[config.mk]
export PLATFORM = sky130hd
export DESIGN_NAME = swg_generator
export DESIGN_NICKNAME = d
export VERILOG_FILES = /design/src/hdl/swg_pkg.sv /design/src/hdl/swg_divider.sv /design/src/hdl/swg_generator.sv
export VERILOG_INCLUDE_DIRS = /design/src /design/src/hdl
export SDC_FILE = /design/constraint.sdc
export NUM_CORES = 2
export LEC_CHECK = 0
export BUFFER_PORTS_ARGS = -buffer_cell sky130_fd_sc_hd__buf_2
export CAP_MARGIN = 20
export CELL_PAD_IN_SITES_DETAIL_PLACEMENT = 0
export CELL_PAD_IN_SITES_GLOBAL_PLACEMENT = 2
export CORE_MARGIN = 2
export CORE_UTILIZATION = 42
export CTS_BUF_LIST = sky130_fd_sc_hd__clkbuf_2
export CTS_CLUSTER_DIAMETER = 40
export DETAILED_ROUTE_END_ITERATION = 6
export PLACE_DENSITY_LB_ADDON = 0.25
export SETUP_SLACK_MARGIN = 0.4
export SYNTH_ARGS = -nofsm -noshare
export SYNTH_HDL_FRONTEND = slang
export SYNTH_HIERARCHICAL = 1
export SYNTH_SLANG_ARGS = --single-unit
export TNS_END_PERCENT = 1
[constraint.sdc]
create_clock -name clk -period 21.2 [get_ports clk]
set_clock_uncertainty 0.05 [all_clocks]
set_input_delay 2.12 -clock clk [delete_from_list [all_inputs] [get_ports clk]]
set_output_delay 2.12 -clock clk [all_outputs]
set_load 0.05 [all_outputs]
[src/hdl/swg_regs.svh]
// Purpose: constants for the setpoint waveform generator
// Assumes: set values are 16-bit codes, full scale is the nominal value
// Notes:   times are counted in units of 0.1 ms
`ifndef SWG_REGS_SVH
`define SWG_REGS_SVH

// full-scale code of every set value
`define SWG_NOMINAL          16'hCCCC
`define SWG_FREQ_MIN         14'h0001
`define SWG_FREQ_MAX         14'h2710
// phase times in 0.1 ms units: 0.1 ms .. 36,000,000 ms
`define SWG_TIME_MIN         29'h0000001
`define SWG_TIME_MAX         29'h15752A00

`define SWG_CLK_PERIOD_NS    8
`define SWG_SAMPLE_NS        2000
`define SWG_TIME_UNIT_NS     100000
`define SWG_SAMPLE_CYC       (`SWG_SAMPLE_NS / `SWG_CLK_PERIOD_NS)
`define SWG_SAMPLES_PER_UNIT (`SWG_TIME_UNIT_NS / `SWG_SAMPLE_NS)

// phase step per sample = freq * 2^32 * sample time, scaled by 2^10
`define SWG_PHASE_MUL        24'h8637BD
`define SWG_PHASE_SHIFT      10

`endif

[src/hdl/swg_pkg.sv]
// Purpose: types shared by the waveform generator modules
// Assumes: nothing beyond the constants header
// Notes:   all state records are packed so that '0 is the reset value
`default_nettype none
package swg_pkg;

    typedef enum logic [1:0] {SWG_SINE, SWG_TRI, SWG_RECT} swg_wave_t;
    typedef enum logic {SWG_VOLT, SWG_CURR} swg_target_t;
    typedef enum logic [1:0] {SWG_OFF, SWG_READY, SWG_RUN} swg_mode_t;
    typedef enum logic [1:0] {SWG_C_IDLE, SWG_C_WAVE, SWG_C_PWR} swg_calc_t;

    typedef struct packed {
        swg_wave_t   wave;
        swg_target_t target;
        logic [15:0] amp;
        logic [15:0] offset;
        logic [13:0] freq;
        logic [28:0] firstPhaseTime;
        logic [28:0] secondPhaseTime;
    } swg_cfg_t;

    typedef struct packed {
        logic [15:0] v;
        logic [15:0] i;
        logic [15:0] p;
    } swg_lim_t;

    typedef struct packed {
        logic        busy;
        logic        done;
        logic [5:0]  cnt;
        logic [39:0] den;
        logic [40:0] rem;
        logic [55:0] quo;
    } swg_div_t;

    typedef struct packed {
        swg_mode_t   mode;
        swg_calc_t   calc;
        swg_cfg_t    cfg;
        logic        cfgLoaded;
        swg_lim_t    lim;
        swg_lim_t    slaveLim;
        swg_lim_t    setp;
        logic        outputOn;
        logic        screenActive;
        logic [7:0]  sampCnt;
        logic [31:0] phase;
        logic [35:0] elapsed;
        logic        seg;
        logic        calcRise;
        logic [15:0] gen;
        logic        rejectPulse;
        logic        alarmPulse;
        logic        slaveStrobe;
    } swg_state_t;

endpackage

`default_nettype wire

[src/hdl/swg_divider.sv]
// Purpose: serial unsigned divider, one quotient bit per clock
// Assumes: start is only honoured while idle
// Notes:   56 cycles from start to done; divide by zero gives all ones
`timescale 1ns/1ps
`default_nettype none

module swg_divider (
    // clock and reset
    input  wire logic        clk,
    input  wire logic        rst,
    // request
    input  wire logic        start,
    input  wire logic [55:0] dividend,
    input  wire logic [39:0] divisor,
    // answer
    output logic             done,
    output logic [55:0]      quotient
);
    import swg_pkg::*;

    swg_div_t s;
    swg_div_t n;

    always_comb begin
        logic [40:0] trial;
        trial = '0;
        n = s;
        n.done = 1'b0;
        if (!s.busy) begin
            if (start) begin
                n.busy = 1'b1;
                n.cnt  = 6'h38;
                n.quo  = dividend;
                n.rem  = '0;
                n.den  = divisor;
            end
        end else begin
            trial = {s.rem[39:0], s.quo[55]};
            n.quo = {s.quo[54:0], 1'b0};
            if (trial >= {1'b0, s.den}) begin
                n.rem    = trial - {1'b0, s.den};
                n.quo[0] = 1'b1;
            end else begin
                n.rem = trial;
            end
            n.cnt = s.cnt - 6'h01;
            if (s.cnt == 6'h01) begin
                n.busy = 1'b0;
                n.done = 1'b1;
            end
        end
    end

    always_ff @(posedge clk or posedge rst) begin
        if (rst) begin
            s <= '0;
        end else begin
            s <= n;
        end
    end

    assign done     = s.done;
    assign quotient = s.quo;

endmodule

`default_nettype wire

[src/hdl/swg_generator.sv]
// Purpose: drives one set value of a DC supply with sine, triangle or
//          rectangle, the other set values staying static as limits
// Assumes: command inputs are one-cycle pulses synchronous to clk
// Notes:   one sample every 2 us, power clamp recomputed per sample
// Operation
// - Resistance regulation mode blocks all configuration and all running.
// - Set values are quantised to a 52428-step full scale; staircases follow.
// - Waveform drives only voltage or current; others stay static limits.
// - Modulated quantity is clamped so output power stays within the power value.
// - As master, forward the global voltage, current, power limits to slaves.
// - Function and target are accepted from the panel only with output off; their parameters also with output on.
// - Static global values are driven before and after a run.
// - Entering the run screen switches output on with global values.
// - Run starts on start command, or on/off button while output off.
// - Stop command ends waveform, output stays on at global values.
// - On/off button during a run ends waveform and switches output off.
// - Any alarm or protection trip aborts, switches output off, reports it.
// - Sine frequency 1 to 10000 Hz, amplitude zero to nominal value.
// - Sine offset is the zero line and must not be below amplitude.
// - Triangle offset is the foot, peak is offset plus amplitude.
// - Triangle rise and fall times each 0.1 ms to 36,000,000 ms.
// - Rectangle holds upper level first time, lower level second time.
// - Rectangle low is offset, high offset plus amplitude, within nominal.
// - Global values and function parameters may change during a run.
`timescale 1ns/1ps
`default_nettype none
`include "swg_regs.svh"

module swg_generator (
    // clock and reset
    input  wire logic              clk,
    input  wire logic              rst,
    // configuration
    input  wire logic              resistanceModeActive,
    input  wire logic              cfgWrite,
    input  wire swg_pkg::swg_cfg_t cfgIn,
    input  wire logic              limWrite,
    input  wire swg_pkg::swg_lim_t limIn,
    // operator commands
    input  wire logic              enterRunScreen,
    input  wire logic              leaveRunScreen,
    input  wire logic              startCmd,
    input  wire logic              stopCmd,
    input  wire logic              onOffButton,
    // protection
    input  wire logic              deviceAlarm,
    input  wire logic              overpowerProtection,
    input  wire logic              overcurrentProtection,
    input  wire logic              eventAlarm,
    // master-slave system
    input  wire logic              isMaster,
    output swg_pkg::swg_lim_t      slaveLim,
    output logic                   slaveLimStrobe,
    // power stage
    output swg_pkg::swg_lim_t      setpoint,
    output logic                   outputOn,
    // status
    output logic                   running,
    output logic                   cfgRejected,
    output logic                   alarmReport
);
    import swg_pkg::*;

    swg_state_t  s;
    swg_state_t  n;
    logic        divGo;
    logic [55:0] divA;
    logic [39:0] divB;
    logic        divDone;
    logic [55:0] divQ;

    function automatic logic fitsNominal(logic [15:0] off, logic [15:0] amp);
        return ({1'b0, off} + {1'b0, amp}) <= {1'b0, `SWG_NOMINAL};
    endfunction

    function automatic logic timeOk(logic [28:0] t);
        return (t >= `SWG_TIME_MIN) && (t <= `SWG_TIME_MAX);
    endfunction

    function automatic logic cfgValid(swg_cfg_t c);
        logic ok;
        ok = (c.amp <= `SWG_NOMINAL);
        case (c.wave)
            SWG_SINE: begin
                ok = ok && (c.freq >= `SWG_FREQ_MIN) && (c.freq <= `SWG_FREQ_MAX)
                     && (c.offset >= c.amp) && fitsNominal(c.offset, c.amp);
            end
            SWG_TRI, SWG_RECT: begin
                ok = ok && fitsNominal(c.offset, c.amp)
                     && timeOk(c.firstPhaseTime) && timeOk(c.secondPhaseTime);
            end
            default: begin
                ok = 1'b0;
            end
        endcase
        return ok;
    endfunction

    function automatic logic limValid(swg_lim_t l);
        return (l.v <= `SWG_NOMINAL) && (l.i <= `SWG_NOMINAL) && (l.p <= `SWG_NOMINAL);
    endfunction

    function automatic logic [35:0] toSamples(logic [28:0] t);
        return 36'(t) * 36'(`SWG_SAMPLES_PER_UNIT);
    endfunction

    // anything above full scale is pinned there
    function automatic logic [15:0] sat16(logic [55:0] v);
        return (v > 56'(`SWG_NOMINAL)) ? `SWG_NOMINAL : v[15:0];
    endfunction

    function automatic logic [15:0] scaleFrac(logic [15:0] amp, logic [15:0] frac);
        logic [31:0] prod;
        prod = 32'(amp) * 32'(frac);
        return prod[30:15];
    endfunction

    function automatic swg_state_t runStart(swg_state_t st);
        swg_state_t r;
        r = st;
        r.mode    = SWG_RUN;
        r.calc    = SWG_C_IDLE;
        r.phase   = '0;
        r.elapsed = '0;
        r.seg     = 1'b1;
        return r;
    endfunction

    swg_divider u_div (
        .clk      (clk),
        .rst      (rst),
        .start    (divGo),
        .dividend (divA),
        .divisor  (divB),
        .done     (divDone),
        .quotient (divQ)
    );

    always_comb begin
        logic        anyAlarm;
        logic        blocked;
        logic        sampStrobe;
        logic [35:0] durS;
        logic [15:0] frac;
        logic [15:0] mag;
        logic [14:0] x;
        logic [31:0] parab;
        logic [37:0] inc;
        logic [15:0] other;
        logic [15:0] limQ;
        logic [15:0] tgt;
        anyAlarm   = deviceAlarm | overpowerProtection | overcurrentProtection | eventAlarm;
        blocked    = resistanceModeActive | anyAlarm;
        sampStrobe = (s.sampCnt == 8'(`SWG_SAMPLE_CYC - 1));
        durS  = '0;
        frac  = '0;
        mag   = '0;
        x     = '0;
        parab = '0;
        inc   = '0;
        other = '0;
        limQ  = '0;
        tgt   = '0;
        divGo = 1'b0;
        divA  = '0;
        divB  = '0;
        n = s;
        n.rejectPulse = 1'b0;
        n.alarmPulse  = 1'b0;
        n.slaveStrobe = 1'b0;
        n.sampCnt = sampStrobe ? 8'h00 : s.sampCnt + 8'h01;

        // global values may change at any time outside resistance mode, also during a run
        if (limWrite) begin
            if (!resistanceModeActive && limValid(limIn)) begin
                n.lim = limIn;
            end else begin
                n.rejectPulse = 1'b1;
            end
        end

        // with output on only the parameters of the running shape may change
        if (cfgWrite) begin
            if (!resistanceModeActive && cfgValid(cfgIn)
                && (!s.outputOn
                    || (cfgIn.wave == s.cfg.wave && cfgIn.target == s.cfg.target))) begin
                n.cfg       = cfgIn;
                n.cfgLoaded = 1'b1;
            end else begin
                n.rejectPulse = 1'b1;
            end
        end

        case (s.mode)
            SWG_OFF: begin
                if (enterRunScreen && s.cfgLoaded && !blocked) begin
                    n.outputOn     = 1'b1;
                    n.screenActive = 1'b1;
                    n.mode         = SWG_READY;
                end else if (onOffButton && s.screenActive && !blocked) begin
                    n = runStart(n);
                    n.outputOn = 1'b1;
                end else if (leaveRunScreen) begin
                    n.screenActive = 1'b0;
                end
            end
            SWG_READY: begin
                if (startCmd && !blocked) begin
                    n = runStart(n);
                end else if (onOffButton) begin
                    n.outputOn = 1'b0;
                    n.mode     = SWG_OFF;
                end
            end
            SWG_RUN: begin
                if (onOffButton) begin
                    n.outputOn = 1'b0;
                    n.mode     = SWG_OFF;
                end else if (stopCmd || resistanceModeActive) begin
                    n.mode = SWG_READY;
                end
            end
            default: begin
                n.mode = SWG_OFF;
            end
        endcase

        // protection wins over every command
        if (anyAlarm && (s.outputOn || s.mode != SWG_OFF)) begin
            n.outputOn   = 1'b0;
            n.mode       = SWG_OFF;
            n.alarmPulse = 1'b1;
        end

        if (isMaster && (n.lim != s.slaveLim || (n.outputOn && !s.outputOn))) begin
            n.slaveLim    = n.lim;
            n.slaveStrobe = 1'b1;
        end

        other = (s.cfg.target == SWG_VOLT) ? s.lim.i : s.lim.v;

        if (n.mode != SWG_RUN) begin
            n.setp = n.lim;
            n.calc = SWG_C_IDLE;
        end else if (s.mode == SWG_RUN) begin
            // the two static values follow the globals live
            if (s.cfg.target == SWG_VOLT) begin
                n.setp.i = n.lim.i;
            end else begin
                n.setp.v = n.lim.v;
            end
            n.setp.p = n.lim.p;
            case (s.calc)
                SWG_C_IDLE: begin
                    if (sampStrobe) begin
                        durS = toSamples(s.seg ? s.cfg.firstPhaseTime : s.cfg.secondPhaseTime);
                        // periodic: segments alternate until stopped
                        if (s.elapsed + 36'h1 >= durS) begin
                            n.elapsed = '0;
                            n.seg     = ~s.seg;
                        end else begin
                            n.elapsed = s.elapsed + 36'h1;
                        end
                        inc = 38'(s.cfg.freq) * 38'(`SWG_PHASE_MUL);
                        n.phase = s.phase + 32'(inc >> `SWG_PHASE_SHIFT);
                        n.calcRise = s.seg;
                        case (s.cfg.wave)
                            SWG_SINE: begin
                                // parabola per half period approximates the sine
                                x     = s.phase[30:16];
                                parab = 32'(x) * (32'h0000_8000 - 32'(x));
                                frac  = parab[28:13];
                                mag   = scaleFrac(s.cfg.amp, frac);
                                n.gen = s.phase[31] ? s.cfg.offset - mag
                                                    : sat16(56'(s.cfg.offset) + 56'(mag));
                                n.calc = SWG_C_PWR;
                            end
                            SWG_TRI: begin
                                divGo  = 1'b1;
                                divA   = 56'(s.elapsed) * 56'(s.cfg.amp);
                                divB   = 40'(durS);
                                n.calc = SWG_C_WAVE;
                            end
                            SWG_RECT: begin
                                n.gen = s.seg ? sat16(56'(s.cfg.offset) + 56'(s.cfg.amp))
                                              : s.cfg.offset;
                                n.calc = SWG_C_PWR;
                            end
                            default: begin
                                n.gen = s.cfg.offset;
                            end
                        endcase
                    end
                end
                SWG_C_WAVE: begin
                    if (divDone) begin
                        n.gen = s.calcRise ? sat16(56'(s.cfg.offset) + 56'(divQ[15:0]))
                                           : sat16(56'(s.cfg.offset) + 56'(s.cfg.amp)
                                                   - 56'(divQ[15:0]));
                        n.calc = SWG_C_PWR;
                    end
                end
                SWG_C_PWR: begin
                    if (divDone) begin
                        limQ = sat16(divQ);
                        tgt  = (s.gen > limQ) ? limQ : s.gen;
                        if (s.cfg.target == SWG_VOLT) begin
                            n.setp.v = tgt;
                        end else begin
                            n.setp.i = tgt;
                        end
                        n.calc = SWG_C_IDLE;
                    end
                end
                default: begin
                    n.calc = SWG_C_IDLE;
                end
            endcase
            // power limit as the other static value allows; start on entry to the step
            if (n.calc == SWG_C_PWR && s.calc != SWG_C_PWR) begin
                divGo = 1'b1;
                divA  = 56'(s.lim.p) * 56'(`SWG_NOMINAL);
                divB  = 40'(other);
            end
        end else begin
            n.setp = n.lim;
        end
    end

    always_ff @(posedge clk or posedge rst) begin
        if (rst) begin
            s <= '0;
        end else begin
            s <= n;
        end
    end

    assign setpoint       = s.setp;
    assign outputOn       = s.outputOn;
    assign running        = (s.mode == SWG_RUN);
    assign cfgRejected    = s.rejectPulse;
    assign alarmReport    = s.alarmPulse;
    assign slaveLim       = s.slaveLim;
    assign slaveLimStrobe = s.slaveStrobe;

endmodule

`default_nettype wire

# Word-level counts from Yosys, hierarchy flattened
# Index checks and enable logic that the tools add are counted.
[op_classes]
n_addsub = 12
multipliers = 6
n_lt_le_gt_ge = 20
n_eq_ne = 17
muxes = 100
bitwise = 7
n_reduce_logical = 42
[op_table]
columns = ["operator", "count"]
rows = [
  ["$mux 254", 2],
  ["$pmux 254 s2", 1],
  ["$mux 89", 3],
  ["$mux 86", 3],
  ["$mux 257", 1],
  ["$mux 16", 15],
  ["$mux 48", 5],
  ["$mux 108", 2],
  ["$pmux 98 s2", 1],
  ["$gt 56x16->1 const B", 3],
  ["$mux 56", 3],
  ["$mux 40", 4],
  ["$mux 52", 3],
  ["$mux 143", 1],
  ["$mux 35", 3],
  ["$mux 96", 1],
  ["$mux 70", 1],
  ["$add 16x16->17", 4],
  ["$le 16x16->1 const B", 4],
  ["$mux 32", 2],
  ["$ge 29x1->1 const B", 2],
  ["$le 29x29->1 const B", 2],
  ["$mul 36x16->52", 1],
  ["$ne 48x48->1", 1],
  ["other kinds (50)", 136],
]
[totals]
reg_bits = 499
input_bits = 170
out_inout_bits = 101

# Longest topological paths before layout
[logic_depth]
word_depth = 26
ltp_mapped = 67

# Modules after synthesis
# Netlist, hierarchy kept.
[modules_own_cells]
columns = ["module", "n_inst", "cells_each", "area_per_inst_um2"]
rows = [
  ["swg_generator", 1, 8161, 71920.2],
  ["swg_divider", 1, 1047, 9125.0],
]

# Worst setup path before layout
# Ideal clock, no wire load.
[synth_path]
path_type = "register -> register"
from = "register s[76] in the netlist's numbering"
to = "register s[17] in the netlist's numbering"
setup_time_ns = 0.126
arrival_time_ns = 16.308
t_required_ns = 21.024
setup_slack_ns = 4.716
stages_incl_launch_ff = 62
path_buffers = 2
period_less_slack_ns = 16.484
cell_sequence = "dfrtp_1 -> or3_1 -> or4_1 -> or4_1 -> nor2_1 -> ha_1 -> clkbuf_1 -> nand2b_1 -> fa_1 -> fa_1 -> fa_1 -> inv_1 -> fa_1 -> fa_1 -> inv_1 -> fa_1 -> inv_1 -> ha_1 -> [26 not listed] -> a21o_1 -> o31a_1 -> a311o_1 -> a21boi_0 -> o21ba_2 -> o21bai_1 -> xor2_1 -> ha_1 -> or4_1 -> o21ai_0 -> a21oi_1 -> or2_0 -> a21o_1 -> a211oi_1 -> o211ai_1 -> o221ai_1 -> o31ai_1 -> a221o_1"
[synth_via]
elab_chain_len = 12
[synth_lines]
columns = ["item", "line_no", "source"]
rows = [
  ["start, declared", "swg_generator.sv:64", "swg_state_t s;"],
  ["start signal, assigned", "swg_generator.sv:334", "s <= n;"],
  ["$sub 16x15->17", "swg_generator.sv:271", "parab = 32'(x) * (32'h0000_8000 - 32'(x));"],
  ["$mul 16x17->29 *", "swg_generator.sv:271", ""],
  ["$mul 16x16->31 *", "swg_generator.sv:114", "prod = 32'(amp) * 32'(frac);"],
  ["$add 16x16->17", "swg_generator.sv:275", ": sat16(56'(s.cfg.offset) + 56'(mag));"],
  ["$gt 17x16->1", "swg_generator.sv:109", "return (v > 56'(`SWG_NOMINAL)) ? `SWG_NOMINAL : v[15:0];"],
  ["$mux 16", "swg_generator.sv:109", ""],
  ["$mux 16 *", "swg_generator.sv:274", "n.gen = s.phase[31] ? s.cfg.offset - mag"],
  ["$pmux 16 s3 *", "swg_generator.sv:267", "case (s.cfg.wave)"],
  ["$mux 86 *", "swg_generator.sv:255", "if (sampStrobe) begin"],
  ["$pmux 16 s2 *", "swg_generator.sv:253", "case (s.calc)"],
  ["$mux 86 *", "swg_generator.sv:245", "end else if (s.mode == SWG_RUN) begin"],
  ["$mux 86 *", "swg_generator.sv:242", "if (n.mode != SWG_RUN) begin"],
]
# Every way passes the cells marked *; elsewhere a longest branch is shown, timed or not.
# A chain may end at the register's enable or synchronous reset.

# Final worst setup path
[layout_path]
from = "register s[77] in the netlist's numbering"
to = "register s[17] in the netlist's numbering"
# The elaborated chain is that of the path after synthesis.

==> impl_metrics.env <==
export IMPL_end_kind="flip-flop"
export IMPL_tns_ns=0
export IMPL_synth_edff_count=0
export IMPL_busiest_layer="met2"
export IMPL_layout_commonest_cell="inv_1"
export IMPL_cts_resized=0
export IMPL_async_reset_ff_frac=1.00
export IMPL_drv_slew=0
export IMPL_post_cts_buffers=0
export IMPL_gp_congestion=0.930
export IMPL_dieArea_sq_mm=0.196
export IMPL_initial_core_util=0.422
export IMPL_rsz0062_at_grt="no"
export IMPL_layout_common_cells="inv_1 (1499), nand2_1 (1072), fa_1 (1045)"
export IMPL_path_clk_slew_ns=0.09
export IMPL_cts_tree="built"
export IMPL_clock_latency_ns=1.74
export IMPL_io_buffers=270
export IMPL_syn2layout_area_growth_pct=5.14
export IMPL_worst_path_max_fanout=20
export IMPL_ys_seq_elements=483
export IMPL_core_area_sq_mm=0.192
export IMPL_drt_drc_violations_left=0
export IMPL_cts_max_level=4
export IMPL_avgSynthCellArea_sq_um=8.80
export IMPL_worst_pin_slew_ns=1.21
export IMPL_grt_usage=0.259
export IMPL_fin_crit_ns=18.26
export IMPL_r2r_slack_ns=2.94
export IMPL_crit_buf_inv=7
export IMPL_grt_pass1_wl_microns=395000
export IMPL_grt_remaining_overflow=0
export IMPL_slowest_delay_ns=0.68
export IMPL_nets=11300
export IMPL_firstDrtPassIters=6
export IMPL_outcome="completed"
export IMPL_hold_viol_final=0
export IMPL_rows=161
export IMPL_use_met3=0.0322
export IMPL_global_route_usage_met1=0.352
export IMPL_antenna_found_initial=23
export IMPL_crit_type="flip-flop to flip-flop"
export IMPL_setup_worst_path_start_class="flip-flop"
export IMPL_via_count=64200
export IMPL_boundaryPins=271
export IMPL_syn_area_sq_mm=0.0810
export IMPL_clk_path_buf_depth=3
export IMPL_synth_cells=9208
export IMPL_die_h_microns=443
export IMPL_slew_headroom=0.188
export IMPL_drt_iter0_drc=4018
export IMPL_wirelength_microns=252000
export IMPL_holdBufCountCts=0
export IMPL_clkSinkCount=483
export IMPL_fmax_mhz=54.8
export IMPL_cts_made_buffers=160
export IMPL_drtAntennaViolNets=0
export IMPL_synthFlopType="dfrtp_1"
export IMPL_die_w_microns=443
export IMPL_max_cap_viol_count=0
export IMPL_cts_root_buf="clkbuf_2"
export IMPL_ys_seq_area_frac=0.149
export IMPL_routed_via_density=5.42
export IMPL_finalSetupViolations=0
export IMPL_cp_data_arrival_time_ns=19.78
export IMPL_yosysWarnings=6
export IMPL_hold_path_class="flip-flop to flip-flop"
export IMPL_gr_usage_met2=0.434
export IMPL_slowest_stage="a211oi_1"
export IMPL_ys_types=102
export IMPL_fin_crit_sh=0.861
export IMPL_drive_gt1_frac=0.0903
export IMPL_grt_max_degree=117
export IMPL_wl_per_cell_microns=21.3
export IMPL_critPathRequiredTime_ns=22.73
export IMPL_crit_path_frequent_cell="fa_1"
export IMPL_cp_top_family="adder cells"
export IMPL_grt_pass1_vias=66700
export IMPL_dp_hpwl_microns=198000
==> state kept, by name (all words and copies together) (netlist names) <==
| register | cells |
|---|---|
| s | 255 |
| u_div/quotient | 56 |
| setpoint | 32 |
| slaveLim | 48 |
| alarmReport | 1 |
| outputOn | 1 |
| u_div/s | 87 |
| u_div/done | 1 |
| cfgRejected | 1 |
| slaveLimStrobe | 1 |
==> synthesized netlist by cell type (14+ instances only) <==
library cell | count | share of area
o211ai_1 | 39 | 0.0036
a21oi_1 | 363 | 0.022
and3_1 | 42 | 0.0032
or3_1 | 31 | 0.0024
a31oi_1 | 57 | 0.0044
ha_1 | 920 | 0.14
nand3b_1 | 20 | 0.0019
nor4_1 | 54 | 0.0042
fa_1 | 1045 | 0.26
a21o_1 | 166 | 0.015
xnor2_1 | 203 | 0.022
nand2b_1 | 159 | 0.012
nor3_1 | 96 | 0.0059
o21bai_1 | 35 | 0.0032
nor2b_1 | 165 | 0.013
buf_4 | 160 | 0.015
buf_1 | 29 | 0.0013
mux2_2 | 151 | 0.021
xor2_1 | 136 | 0.015
o21a_1 | 57 | 0.0053
clkbuf_1 | 351 | 0.016
nand2_1 | 1075 | 0.050
and2_1 | 282 | 0.022
a32o_1 | 18 | 0.0022
dfrtp_1 | 483 | 0.15
o21ai_1 | 33 | 0.0020
a221oi_1 | 23 | 0.0025
a211oi_1 | 50 | 0.0046
o221ai_1 | 14 | 0.0015
nand3_1 | 121 | 0.0075
nand4_1 | 63 | 0.0049
or2_2 | 19 | 0.0015
inv_1 | 1502 | 0.070
nor3b_1 | 29 | 0.0027
a21boi_0 | 16 | 0.0015
o31ai_1 | 33 | 0.0031
mux2i_1 | 130 | 0.016
o21ai_0 | 355 | 0.022
a211o_1 | 17 | 0.0018
o22ai_1 | 48 | 0.0037
nor2_1 | 366 | 0.017
==> layer usage <==
layer / routed length [microns] / part of all wire / up-vias
met4: 6000 / 0.024 / 2
met5: 13 / 0.000052 / -
met3: 11100 / 0.044 / 336
li1: - / - / 29900
met2: 121000 / 0.48 / 1461
met1: 114000 / 0.45 / 32500
==> path summary, 6_finish.rpt <==
check | startpoint | to | cells past startpoint
max in group asynchronous | rst | slaveLim[45]$_DFFE_PP0P_ | 4
min in group asynchronous | rst | u_div/s[65]$_DFFE_PP0P_ | 2
worst max-delay path | s[77]$_DFF_PP0_ | s[17]$_DFFE_PP0P_ | 56
worst min register to register | s[96]$_DFF_PP0_ | s[96]$_DFF_PP0_ | 1
worst max register to register | s[77]$_DFF_PP0_ | s[17]$_DFFE_PP0P_ | 56
worst min-delay path | s[96]$_DFF_PP0_ | s[96]$_DFF_PP0_ | 1
==> metrics by stage <==
stage               cells  utilization  instance area [sq um]  hold slack [ns]  setup WS [ns]
global route        11800        0.443                  85200            0.459           1.64
global placement    11600        0.436                  83800            0.419           2.91
CTS                 11800        0.443                  85200            0.315           2.70
detailed placement  11600        0.436                  83800            0.418           2.75
finish              11800        0.443                  85200            0.437           2.94
floorplan            9228            -                  81100            0.393           4.72
==> worst register-to-register path, delay by kind of cell, from the launching register on <==
family                     cells  cell delay, ns
DFF                            1            0.62
xor gates and xnor gates       2            0.31
buffers and inverters          7            0.53
adders and majority gates     16            7.43
AOI/OAI and AO/OA             21            6.19
and+or+nand+nor               10            2.98
==> area by class of cell <==
| cell class | instances | area (sq um) |
|---|---|---|
| antenna | 14 | 35.0 |
| fill | 19400 | 107000 |
| clock inverter | 52 | 320 |
| clock buffer | 209 | 1050 |
| inverter | 1505 | 5660 |
| timing repair buffer | 372 | 2120 |
| tap | 2526 | 3160 |
| multi-input combinational | 6685 | 60800 |
| sequential | 483 | 12100 |
==> cell families (layout without fill, tap and decap cells) <==
kind of cell,count (synthesis),count (layout),synth area share
adder cells (fa/ha/maj),1965,1965,0.400
XOR/XNOR,340,340,0.0369
other,2,36,0.0000927
multiplexers,288,288,0.0381
buffers and inverters,2060,2138,0.103
AO/OA/AOI/OAI,1493,1493,0.119
flip-flops,483,483,0.149
AND/OR/NAND/NOR,2577,2577,0.154
Power is left out: the tool's default activity adds up to more than one toggle a clock period on the data nets, which glitch-free logic cannot reach.
